<file path="src/dmaxm_defines.svh">
`ifndef DMAXM_DEFINES_SVH
`define DMAXM_DEFINES_SVH

`define DMAXM_ADDR_W 8
`define DMAXM_DATA_W 32
`define DMAXM_FIFO_W 32
`define DMAXM_FIFO_DEPTH 32
`define DMAXM_FIFO_AW 5

`define DMAXM_OFF_CTRL_WORD 8'h00
`define DMAXM_OFF_SRC_ADDR 8'h04
`define DMAXM_OFF_DST_ADDR 8'h08
`define DMAXM_OFF_XFER_CNT 8'h0C
`define DMAXM_OFF_CMD 8'h10
`define DMAXM_OFF_STATUS 8'h14

`define DMAXM_CW_SRC_INC 0
`define DMAXM_CW_SRC_SIZE 1
`define DMAXM_CW_SRC_LEN 4
`define DMAXM_CW_SRC_PROT 8
`define DMAXM_CW_SRC_CACHE 11
`define DMAXM_CW_DST_INC 14
`define DMAXM_CW_DST_SIZE 15
`define DMAXM_CW_DST_LEN 18
`define DMAXM_CW_DST_PROT 22
`define DMAXM_CW_DST_CACHE 25
`define DMAXM_CW_SWAP 28

`define DMAXM_CW_RESET 32'h0000_4001

`define DMAXM_BURST_FIXED 2'h0
`define DMAXM_BURST_INCR 2'h1
`define DMAXM_ERR_NONE 1'h0

`endif

</file>
<file path="src/dmaxm_pkg.sv">
package dmaxm_pkg;

  typedef enum logic [1:0] {
    DMAXM_ST_IDLE,
    DMAXM_ST_ADDR,
    DMAXM_ST_DATA
  } dmaxm_chan_st_t;

  typedef struct packed {
    logic src_inc;
    logic [2:0] src_size;
    logic [3:0] src_len;
    logic [2:0] src_prot;
    logic [2:0] src_cache;
    logic dst_inc;
    logic [2:0] dst_size;
    logic [3:0] dst_len;
    logic [2:0] dst_prot;
    logic [2:0] dst_cache;
    logic [2:0] swap;
  } dmaxm_ctrl_t;

endpackage : dmaxm_pkg

</file>
<file path="src/dmaxm_fifo.sv">
`timescale 1ns/1ns
`include "dmaxm_defines.svh"

module dmaxm_fifo #(
  parameter int WIDTH = `DMAXM_FIFO_W,
  parameter int DEPTH = `DMAXM_FIFO_DEPTH,
  parameter int AW = `DMAXM_FIFO_AW
) (
  // Clock, reset, enable and flush
  input wire logic i_clk,
  input wire logic i_rst_b,
  input wire logic i_ce,
  input wire logic i_flush,
  // Fill side
  input wire logic i_in_valid,
  output logic o_in_ready,
  input wire logic [WIDTH-1:0] i_in_data,
  // Drain side
  output logic o_out_valid,
  input wire logic i_out_ready,
  output logic [WIDTH-1:0] o_out_data
);

  typedef struct packed {
    logic [DEPTH-1:0][WIDTH-1:0] mem;
    logic [AW-1:0] wp;
    logic [AW-1:0] rp;
    logic [AW:0] cnt;
  } dmaxm_fifo_st_t;

  dmaxm_fifo_st_t st_r;
  dmaxm_fifo_st_t st_nxt;
  logic push;
  logic pop;

  assign o_in_ready = (st_r.cnt != (AW+1)'(DEPTH));
  assign o_out_valid = (st_r.cnt != '0);
  assign o_out_data = st_r.mem[st_r.rp];
  assign push = i_in_valid && o_in_ready;
  assign pop = o_out_valid && i_out_ready;

  always_comb begin
    st_nxt = st_r;
    if (push) begin
      st_nxt.mem[st_r.wp] = i_in_data;
      st_nxt.wp = st_r.wp + 1'b1;
    end
    if (pop) begin
      st_nxt.rp = st_r.rp + 1'b1;
    end
    st_nxt.cnt = st_r.cnt + (AW+1)'(push) - (AW+1)'(pop);
    if (i_flush) begin
      st_nxt.wp = '0;
      st_nxt.rp = '0;
      st_nxt.cnt = '0;
    end
  end

  always_ff @(posedge i_clk or negedge i_rst_b) begin
    if (!i_rst_b) begin
      st_r <= '0;
    end else if (i_ce) begin
      st_r <= st_nxt;
    end
  end

endmodule : dmaxm_fifo

</file>
<file path="src/dmaxm_swap.sv">
`timescale 1ns/1ns
`include "dmaxm_defines.svh"

module dmaxm_swap (
  // Granule and data
  input wire logic [2:0] i_granule,
  input wire logic [`DMAXM_DATA_W-1:0] i_data,
  output logic [`DMAXM_DATA_W-1:0] o_data
);

  // Granules wider than the 32-bit data path act as a full word reversal.
  localparam int NB = `DMAXM_DATA_W / 8;

  for (genvar b = 0; b < NB; b++) begin : g_byte
    logic [1:0] idx;
    always_comb begin
      case (i_granule)
        3'h0: idx = 2'(b);
        3'h1: idx = 2'(b ^ 1);
        default: idx = 2'(b ^ 3);
      endcase
    end
    assign o_data[b*8 +: 8] = i_data[idx*8 +: 8];
  end

endmodule : dmaxm_swap

</file>
<file path="src/dmaxm_top.sv">
// The implementer's own choices: the register addresses and the address-and-strobe port.
`timescale 1ns/1ns
`include "dmaxm_defines.svh"

// Contract
// - Source increment drives read burst type bit 0, default increment.
// - Source beat size 8 to 128 bits sets read size, default 8.
// - Source burst length 1 to 16 sets read length, default one beat.
// - Destination increment drives write burst type bit 0, default increment.
// - Destination beat size 8 to 128 bits sets write size, default 8.
// - Destination burst length 1 to 16 sets write length, default one.
// - Read cache bit 3 always low; only lower three bits act.
// - Write cache bit 2 always low; bits 3 and 1:0 act.
// - Channel holds an endian swap granule, default 8 bits, no swap.
// - Source and destination protection accept 0 to 7, default 0.
// - Active-low asynchronous reset; all logic on one clock.
// - Programming ports advance only while the programming clock enable is high.
// - Read and write lock fields held at zero always.
// - Two programming ports: one secure-only, one non-secure.
module dmaxm_top (
  // Clock, reset and enables
  input wire logic i_clk,
  input wire logic i_rst_b,
  input wire logic i_ce,
  input wire logic i_pclken,
  // Secure programming port
  input wire logic [`DMAXM_ADDR_W-1:0] i_s_addr,
  input wire logic [31:0] i_s_wdata,
  input wire logic i_s_wr,
  input wire logic i_s_rd,
  output logic [31:0] o_s_rdata,
  // Non-secure programming port
  input wire logic [`DMAXM_ADDR_W-1:0] i_ns_addr,
  input wire logic [31:0] i_ns_wdata,
  input wire logic i_ns_wr,
  input wire logic i_ns_rd,
  output logic [31:0] o_ns_rdata,
  // Read address channel
  output logic [31:0] o_araddr,
  output logic [1:0] o_arburst,
  output logic [3:0] o_arcache,
  output logic [3:0] o_arlen,
  output logic [2:0] o_arprot,
  output logic [2:0] o_arsize,
  output logic [1:0] o_arlock,
  output logic o_arvalid,
  input wire logic i_arready,
  // Read data channel
  input wire logic [31:0] i_rdata,
  input wire logic [1:0] i_rresp,
  input wire logic i_rlast,
  input wire logic i_rvalid,
  output logic o_rready,
  // Write address channel
  output logic [31:0] o_awaddr,
  output logic [1:0] o_awburst,
  output logic [3:0] o_awcache,
  output logic [3:0] o_awlen,
  output logic [2:0] o_awprot,
  output logic [2:0] o_awsize,
  output logic [1:0] o_awlock,
  output logic o_awvalid,
  input wire logic i_awready,
  // Write data channel
  output logic [31:0] o_wdata,
  output logic [3:0] o_wstrb,
  output logic o_wlast,
  output logic o_wvalid,
  input wire logic i_wready,
  // Write response channel
  input wire logic [1:0] i_bresp,
  input wire logic i_bvalid,
  output logic o_bready
);

  typedef struct packed {
    dmaxm_pkg::dmaxm_ctrl_t ctrl;
    logic [31:0] src_addr;
    logic [31:0] dst_addr;
    logic [15:0] rd_left;
    logic [15:0] wr_left;
    logic [3:0] rbeat;
    logic [3:0] wbeat;
    dmaxm_pkg::dmaxm_chan_st_t rst_st;
    dmaxm_pkg::dmaxm_chan_st_t wst_st;
    logic wresp_wait;
    logic busy;
    logic err;
    logic ctrl_secure;
    logic [31:0] s_rdata;
    logic [31:0] ns_rdata;
  } dmaxm_st_t;

  dmaxm_st_t st_r;
  dmaxm_st_t st_nxt;

  logic fifo_in_ready;
  logic fifo_out_valid;
  logic [31:0] fifo_out_data;
  logic [31:0] swapped;
  logic rd_push;
  logic w_pop;

  // Shared read mux for both programming ports.
  function automatic logic [31:0] reg_read(input dmaxm_st_t s, input logic [`DMAXM_ADDR_W-1:0] a);
    logic [31:0] v;
    v = 32'h0000_0000;
    case (a)
      `DMAXM_OFF_CTRL_WORD: begin
        v[`DMAXM_CW_SRC_INC] = s.ctrl.src_inc;
        v[`DMAXM_CW_SRC_SIZE +: 3] = s.ctrl.src_size;
        v[`DMAXM_CW_SRC_LEN +: 4] = s.ctrl.src_len;
        v[`DMAXM_CW_SRC_PROT +: 3] = s.ctrl.src_prot;
        v[`DMAXM_CW_SRC_CACHE +: 3] = s.ctrl.src_cache;
        v[`DMAXM_CW_DST_INC] = s.ctrl.dst_inc;
        v[`DMAXM_CW_DST_SIZE +: 3] = s.ctrl.dst_size;
        // Cache fields read back in their stored three-bit form, without the fixed-low bit.
        v[`DMAXM_CW_DST_LEN +: 4] = s.ctrl.dst_len;
        v[`DMAXM_CW_DST_PROT +: 3] = s.ctrl.dst_prot;
        v[`DMAXM_CW_DST_CACHE +: 3] = s.ctrl.dst_cache;
        v[`DMAXM_CW_SWAP +: 3] = s.ctrl.swap;
      end
      `DMAXM_OFF_SRC_ADDR: v = s.src_addr;
      `DMAXM_OFF_DST_ADDR: v = s.dst_addr;
      `DMAXM_OFF_XFER_CNT: v = {s.wr_left, s.rd_left};
      `DMAXM_OFF_STATUS: v = {28'h0000000, s.ctrl_secure, s.err, s.wresp_wait, s.busy};
      default: v = 32'h0000_0000;
    endcase
    return v;
  endfunction : reg_read

  // Decodes a written word into the control state; out-of-range sizes clamp to 128 bits.
  function automatic dmaxm_pkg::dmaxm_ctrl_t ctrl_decode(input logic [31:0] w);
    dmaxm_pkg::dmaxm_ctrl_t c;
    c.src_inc = w[`DMAXM_CW_SRC_INC];
    c.src_size = (w[`DMAXM_CW_SRC_SIZE +: 3] > 3'h4) ? 3'h4 : w[`DMAXM_CW_SRC_SIZE +: 3];
    c.src_len = w[`DMAXM_CW_SRC_LEN +: 4];
    c.src_prot = w[`DMAXM_CW_SRC_PROT +: 3];
    c.src_cache = w[`DMAXM_CW_SRC_CACHE +: 3];
    c.dst_inc = w[`DMAXM_CW_DST_INC];
    c.dst_size = (w[`DMAXM_CW_DST_SIZE +: 3] > 3'h4) ? 3'h4 : w[`DMAXM_CW_DST_SIZE +: 3];
    c.dst_len = w[`DMAXM_CW_DST_LEN +: 4];
    c.dst_prot = w[`DMAXM_CW_DST_PROT +: 3];
    c.dst_cache = w[`DMAXM_CW_DST_CACHE +: 3];
    c.swap = (w[`DMAXM_CW_SWAP +: 3] > 3'h4) ? 3'h4 : w[`DMAXM_CW_SWAP +: 3];
    return c;
  endfunction : ctrl_decode

  dmaxm_fifo #(
    .WIDTH(`DMAXM_FIFO_W),
    .DEPTH(`DMAXM_FIFO_DEPTH),
    .AW(`DMAXM_FIFO_AW)
  ) u_fifo (
    .i_clk(i_clk),
    .i_rst_b(i_rst_b),
    .i_ce(i_ce),
    .i_flush(1'b0),
    .i_in_valid(rd_push),
    .o_in_ready(fifo_in_ready),
    .i_in_data(i_rdata),
    .o_out_valid(fifo_out_valid),
    .i_out_ready(w_pop),
    .o_out_data(fifo_out_data)
  );

  dmaxm_swap u_swap (
    .i_granule(st_r.ctrl.swap),
    .i_data(fifo_out_data),
    .o_data(swapped)
  );

  assign rd_push = o_rready && i_rvalid;
  assign o_rready = (st_r.rst_st == dmaxm_pkg::DMAXM_ST_DATA) && fifo_in_ready;
  assign o_wvalid = (st_r.wst_st == dmaxm_pkg::DMAXM_ST_DATA) && fifo_out_valid;
  assign w_pop = o_wvalid && i_wready;
  assign o_wdata = swapped;
  assign o_wstrb = 4'hF;
  assign o_wlast = (st_r.wbeat == st_r.ctrl.dst_len);
  assign o_bready = st_r.wresp_wait;
  assign o_arvalid = (st_r.rst_st == dmaxm_pkg::DMAXM_ST_ADDR);
  assign o_awvalid = (st_r.wst_st == dmaxm_pkg::DMAXM_ST_ADDR);

  assign o_araddr = st_r.src_addr;
  assign o_arburst = st_r.ctrl.src_inc ? `DMAXM_BURST_INCR : `DMAXM_BURST_FIXED;
  assign o_arsize = st_r.ctrl.src_size;
  assign o_arlen = st_r.ctrl.src_len;
  assign o_arprot = st_r.ctrl.src_prot;
  assign o_arcache = {1'b0, st_r.ctrl.src_cache};
  assign o_arlock = 2'h0;
  assign o_awaddr = st_r.dst_addr;
  assign o_awburst = st_r.ctrl.dst_inc ? `DMAXM_BURST_INCR : `DMAXM_BURST_FIXED;
  assign o_awsize = st_r.ctrl.dst_size;
  assign o_awlen = st_r.ctrl.dst_len;
  assign o_awprot = st_r.ctrl.dst_prot;
  assign o_awcache = {st_r.ctrl.dst_cache[2], 1'b0, st_r.ctrl.dst_cache[1:0]};
  assign o_awlock = 2'h0;
  assign o_s_rdata = st_r.s_rdata;
  assign o_ns_rdata = st_r.ns_rdata;

  always_comb begin
    logic [31:0] cmd_w;
    logic cmd_go;
    logic cmd_sec;
    logic [`DMAXM_ADDR_W-1:0] w_addr;
    cmd_w = 32'h0000_0000;
    cmd_go = 1'b0;
    cmd_sec = 1'b0;
    w_addr = '0;
    st_nxt = st_r;
    st_nxt.s_rdata = 32'h0000_0000;
    st_nxt.ns_rdata = 32'h0000_0000;

    // Programming ports; the secure port wins when both write in one cycle.
    if (i_pclken) begin
      if (i_s_rd) begin
        st_nxt.s_rdata = reg_read(st_r, i_s_addr);
      end
      if (i_ns_rd) begin
        st_nxt.ns_rdata = reg_read(st_r, i_ns_addr);
      end
      if (i_s_wr) begin
        cmd_w = i_s_wdata;
        w_addr = i_s_addr;
        cmd_sec = 1'b1;
        cmd_go = 1'b1;
      end else if (i_ns_wr && !st_r.ctrl_secure) begin
        cmd_w = i_ns_wdata;
        w_addr = i_ns_addr;
        cmd_go = 1'b1;
      end
    end

    // Settings may change only while the channel is idle.
    if (cmd_go && !st_r.busy) begin
      case (w_addr)
        `DMAXM_OFF_CTRL_WORD: begin
          st_nxt.ctrl = ctrl_decode(cmd_w);
          st_nxt.ctrl_secure = cmd_sec;
        end
        `DMAXM_OFF_SRC_ADDR: st_nxt.src_addr = cmd_w;
        `DMAXM_OFF_DST_ADDR: st_nxt.dst_addr = cmd_w;
        `DMAXM_OFF_XFER_CNT: begin
          st_nxt.rd_left = cmd_w[15:0];
          st_nxt.wr_left = cmd_w[15:0];
        end
        `DMAXM_OFF_CMD: begin
          if (cmd_w[0] && (st_r.rd_left != 16'h0000)) begin
            st_nxt.busy = 1'b1;
            st_nxt.err = `DMAXM_ERR_NONE;
            st_nxt.rst_st = dmaxm_pkg::DMAXM_ST_ADDR;
            st_nxt.wst_st = dmaxm_pkg::DMAXM_ST_ADDR;
          end
        end
        default: begin
        end
      endcase
    end

    // Read engine: one burst per count of rd_left.
    case (st_r.rst_st)
      dmaxm_pkg::DMAXM_ST_IDLE: begin
      end
      dmaxm_pkg::DMAXM_ST_ADDR: begin
        if (i_arready) begin
          st_nxt.rst_st = dmaxm_pkg::DMAXM_ST_DATA;
          st_nxt.rbeat = 4'h0;
        end
      end
      dmaxm_pkg::DMAXM_ST_DATA: begin
        if (rd_push) begin
          st_nxt.rbeat = st_r.rbeat + 4'h1;
          if (i_rresp[1]) begin
            st_nxt.err = 1'b1;
          end
          if (i_rlast) begin
            st_nxt.rd_left = st_r.rd_left - 16'h0001;
            if (st_r.ctrl.src_inc) begin
              st_nxt.src_addr = st_r.src_addr + ((32'(st_r.ctrl.src_len) + 32'h1) << st_r.ctrl.src_size);
            end
            st_nxt.rst_st = (st_r.rd_left == 16'h0001) ? dmaxm_pkg::DMAXM_ST_IDLE : dmaxm_pkg::DMAXM_ST_ADDR;
          end
        end
      end
      default: st_nxt.rst_st = dmaxm_pkg::DMAXM_ST_IDLE;
    endcase

    // Write engine: one burst per count of wr_left.
    case (st_r.wst_st)
      dmaxm_pkg::DMAXM_ST_IDLE: begin
      end
      dmaxm_pkg::DMAXM_ST_ADDR: begin
        if (i_awready) begin
          st_nxt.wst_st = dmaxm_pkg::DMAXM_ST_DATA;
          st_nxt.wbeat = 4'h0;
        end
      end
      dmaxm_pkg::DMAXM_ST_DATA: begin
        if (w_pop) begin
          st_nxt.wbeat = st_r.wbeat + 4'h1;
          if (o_wlast) begin
            st_nxt.wst_st = dmaxm_pkg::DMAXM_ST_IDLE;
            st_nxt.wresp_wait = 1'b1;
            if (st_r.ctrl.dst_inc) begin
              st_nxt.dst_addr = st_r.dst_addr + ((32'(st_r.ctrl.dst_len) + 32'h1) << st_r.ctrl.dst_size);
            end
          end
        end
      end
      default: st_nxt.wst_st = dmaxm_pkg::DMAXM_ST_IDLE;
    endcase

    if (st_r.wresp_wait && i_bvalid) begin
      st_nxt.wresp_wait = 1'b0;
      if (i_bresp[1]) begin
        st_nxt.err = 1'b1;
      end
      st_nxt.wr_left = st_r.wr_left - 16'h0001;
      if (st_r.wr_left == 16'h0001) begin
        st_nxt.busy = 1'b0;
      end else begin
        st_nxt.wst_st = dmaxm_pkg::DMAXM_ST_ADDR;
      end
    end
  end

  always_ff @(posedge i_clk or negedge i_rst_b) begin
    if (!i_rst_b) begin
      st_r <= '0;
      st_r.ctrl.src_inc <= 1'b1;
      st_r.ctrl.dst_inc <= 1'b1;
    end else if (i_ce) begin
      st_r <= st_nxt;
    end
  end

endmodule : dmaxm_top

</file>
<file path="config.mk">
export PLATFORM = sky130hd
export DESIGN_NAME = dmaxm_top
export DESIGN_NICKNAME = d
export VERILOG_FILES = /design/src/dmaxm_pkg.sv /design/src/dmaxm_fifo.sv /design/src/dmaxm_swap.sv /design/src/dmaxm_top.sv
export VERILOG_INCLUDE_DIRS = /design/src
export SDC_FILE = /design/constraint.sdc
export NUM_CORES = 2
export LEC_CHECK = 0
export ABC_AREA = 1
export BUFFER_PORTS_ARGS = -buffer_cell sky130_fd_sc_hd__buf_2
export CAP_MARGIN = 20
export CORE_MARGIN = 2
export CORE_UTILIZATION = 55
export CTS_BUF_LIST = sky130_fd_sc_hd__clkbuf_8
export CTS_CLUSTER_DIAMETER = 50
export CTS_CLUSTER_SIZE = 30
export DETAILED_ROUTE_END_ITERATION = 10
export PLACE_DENSITY = 0.71
export RECOVER_POWER = 25
export SKIP_CTS_REPAIR_TIMING = 1
export SYNTH_ARGS = -nofsm -noshare
export SYNTH_HDL_FRONTEND = slang
export SYNTH_SLANG_ARGS = --single-unit
</file>
<file path="constraint.sdc">
create_clock -name i_clk -period 3.1 [get_ports i_clk]
set_input_delay 0.62 -clock i_clk [delete_from_list [all_inputs] [get_ports i_clk]]
set_output_delay 0.62 -clock i_clk [all_outputs]
set_load 0.005 [all_outputs]
</file>
==> metrics list <==
* Run status: finished with violations
- The final reports fail on capacitance limit, slew limit, setup timing.
- Post-synth EDFFs: 0
* Number of buffers on the longest clock path: 3
- TritonCTS built the clock tree.
* Slowest-stage cell, CP: dfrtp_4
- Placed Instances: 9891
- From synthesis to final layout, the design area changed by 13.1%.
* Final instance count without filler cells: 10.2k
* Via count: 61.7k
- Pwr Total: 58500 uW
- Worst Hold Path Cells: 3
- Via count of the first global-routing pass: 56.2k
* Max-Cap Viols: 1
- Initial cell density of the core: 55.6%
- In the final layout, the share of cells above drive strength 1 is 14.0%.
- Routability-driven placement congestion ratio: 0.974
- In the final layout, the multi-input gates occupy 29100 sq um.
* Maximum fanout along the worst path: 72
* Tightest Hold Check Type: in2reg
- Fin Hold WS: 42.3 ps
- The count of pins over their slew limit is 51.
- Reg-to-reg startpoint: o_awlen[0]
- Largest stage delay, worst path: 530 ps
- Max-slew headroom at the worst pin: -31.1%
- Once detail routing completed, the nets flagged for antenna violations numbered 0.
- Registers take 31100 sq um.
- After floorplanning, the core was divided into 125 placement rows.
* Std-Cell Core Area: 117000 sq um
* Clock edge transition at the registers on the reported setup and hold paths: 70 ps
- CP Class: reg2out
- After detailed routing, the number of remaining DRC violations is 0.
- Clock Sinks: 1243
- After layout, the minimum clock period comes to 3810 ps.
- Clock latency on the worst-skew pair, taken at its later pin, is 900 ps.
- Setup slack on the critical path of the routed design comes to -713 ps.
* Full die area: 121000 sq um
* Largest net degree at the start of global routing: 153
- For this design the static power due to leakage is 0.0347 uW.
* Worst-case setup slack after placement: -18.6 ps
- Number of iterations in the first detailed-routing pass: 8
- Max VDD drop: 755 uV
- Number of warning messages in the yosys log: 0
- Synthesized area: 64800 sq um
- Fin crit share: 123%
* Cell repeated most along the worst path: nand2_1
- Root buffer cell: clkbuf_8
- Drt total wl: 242 mm
* IO Pins: 336
- Summed over all nets, the half-perimeter wirelength after detailed placement is 150 mm.
- For the worst setup path, the data required time is 2480 ps.
* Average cell area after synthesis: 7.61 sq um
- Mapped Cells: 8516
- In this run, synthesis produced a sequential element count of 1243.
- RSZ-0062 raised after global routing: yes
- Die width: 347 um
* Critical register-to-register path endpoint: o_awaddr[12]
- Clock tree synthesis inserted a total of 136 buffers.
* Filler cell count in the final layout: 10.3k
- For this run, the leading register cell type out of synthesis is dfrtp_1.
- Hold Startpoint: i_rresp[1]
- The H-tree was split into 4 levels.
- Overall Global Routing Usage: 38.2%
- Vias per std cell: 6.03
- Wire length of the first global-routing pass: 351 mm
- Number of violations reported at the end of detailed-routing iteration 0: 8156
- Sequential element share of the synthesized area: 48.0%
- Counting flops with an async set or reset pin after synthesis yields a share of 100%.
- The worst setup path is launched from a flip-flop.
- For the pin with the worst max-slew slack, the measured transition is 1970 ps.
* Count of port buffers added during placement: 321
* Register-to-Register Path Depth: 19
- Net count, final: 8774
- For this run the aggregate overflow at the end of global routing stands at 0.
* Vertical die dimension: 347 um
- Derived from the worst setup path, the maximum achievable clock frequency is 262 MHz.
* Fin Clk Skew: 71.3 ps
- The number of antenna violations at the first check in global routing is 10.
- Final Hold Fails: 0
* Commonest non-fill, non-tap cell in the layout: nand2_1
- The library cells used most frequently in the layout, excluding fill and tap cells, are nand2_1, o21ai_0, dfrtp_1.
* Kind of end point of the critical path: primary output
* Count of cell types in the netlist: 54
* End of the worst hold path: st_r[65]
* Avg WL per Cell: 23.7 um
- In the final timing run, aggregate negative setup slack is -21040 ps.
- Power per unit of standard cell area: 799 nW/um^2
- Crit-path cells: buf_16 -> o21ai_0 -> o211ai_1 -> o211ai_1 -> nand2_2 -> nand3_1 -> nand2_1 -> nand2_1 -> nand2_1 -> buf_2
- For flop-to-flop paths, the worst setup slack is 190 ps.
- Setup violations remaining at the end of the flow were counted as 32.
- Data arrival at the endpoint of the critical path: 3190 ps
[kinds of logic after synthesis]
| family | Yosys count | share of synthesized area [%] |
|---|---|---|
| AO/OA/AOI/OAI | 2199 | 18.2 |
| other | 2 | 0.0116 |
| XOR/XNOR | 38 | 0.514 |
| adder cells (fa/ha/maj) | 53 | 1.06 |
| flip-flops | 1243 | 48.0 |
| AND/OR/NAND/NOR | 3790 | 24.0 |
| buffers and inverters | 1191 | 8.25 |
[power by group]
part	leakage [uW]	internal [uW]	total [uW]	switching (uW)
combinational	0.0161	9460	25600	16200
clock	0.00159	5670	12600	6930
sequential	0.0170	18500	20300	1770
[cell type report]
cell class	instances	area share (%)
repair buffers	725	8.84
well taps	1524	2.60
clock buffers	149	2.80
repair inverters	2	0.0376
inverters	391	2.05
clock inverters	99	1.47
multi-input cells	6092	39.7
flip-flops and latches	1243	42.5
diodes	4	0.0137
[state kept, by name, summed over array words and instances, names as in the netlist]
| name | flops |
|---|---|
| o_araddr | 32 |
| o_arcache | 3 |
| o_arlen | 4 |
| o_arprot | 3 |
| o_arsize | 3 |
| o_awaddr | 32 |
| o_awcache | 3 |
| o_awlen | 4 |
| o_awprot | 3 |
| o_awsize | 3 |
| o_bready | 1 |
| o_ns_rdata | 32 |
| o_s_rdata | 32 |
| st_r | 48 |
| u_fifo.st_r | 1040 |
[synth_stat cells (all sizes together) (3+ instances only)]
cell / number / area (sq um)
a211oi: 29 / 218
a21oi: 152 / 761
a22oi: 29 / 218
a31oi: 5 / 31.3
and3: 4 / 25.0
buf: 349 / 2180
clkbuf: 451 / 1690
clkinv: 5 / 18.8
dfrtp: 1241 / 31100
fa: 3 / 60.1
ha: 50 / 626
inv: 386 / 1450
nand2: 2307 / 8720
nand3: 485 / 2510
nand3b: 7 / 52.6
nand4: 56 / 510
nor2: 873 / 3370
nor3: 40 / 233
nor4: 4 / 25.0
o2111ai: 11 / 96.3
o211ai: 140 / 1050
o21a: 4 / 30.0
o21ai: 1723 / 8630
o21bai: 5 / 37.5
o221ai: 18 / 158
o22ai: 77 / 482
o31ai: 3 / 22.5
or2: 10 / 62.6
xnor2: 9 / 78.8
xor2: 29 / 254
[through the flow]
| stage | util, % | cell area, sq um |
|---|---|---|
| after floorplan | - | 64800 |
| after global placement | 58.5 | 68100 |
| after detailed placement | 58.5 | 68100 |
| after CTS | 61.2 | 71300 |
| after global routing | 62.9 | 73300 |
| final | 62.9 | 73300 |
[worst max path at each step]
| stage | startpoint | endpoint | slack (ps) | cells after the start |
|---|---|---|---|---|
| 2_1_floorplan | o_awlen[0] | o_awaddr[12] | 360 | 19 |
| 3_3_place_gp | o_arlen[0] | o_araddr[17] | 30 | 17 |
| 3_5_place_dp | o_arlen[0] | o_araddr[17] | -20 | 18 |
| 4_1_cts | u_fifo.st_r[6] | o_wdata[17] | -860 | 13 |
| 5_1_grt | u_fifo.st_r[6] | o_wdata[6] | -840 | 16 |
| 6_report | u_fifo.st_r[7] | o_wdata[19] | -710 | 10 |
[routing by layer]
layer	up-vias	track usage (%)	part of all wire [%]
li1	28100	-	-
met1	29500	50.0	39
met3	640	6.81	9.6
met2	3396	60.6	46
met4	12	20.8	5.9
met5	-	0	0.032
[worst max-delay path, delay by kind of cell (launching register included)]
kind,cells,cell delay [ps]
compound gates,3,590
flops,1,530
simple gates,5,700
buf+inv,2,390
No activity file was read; power rests on OpenSTA's default activity.
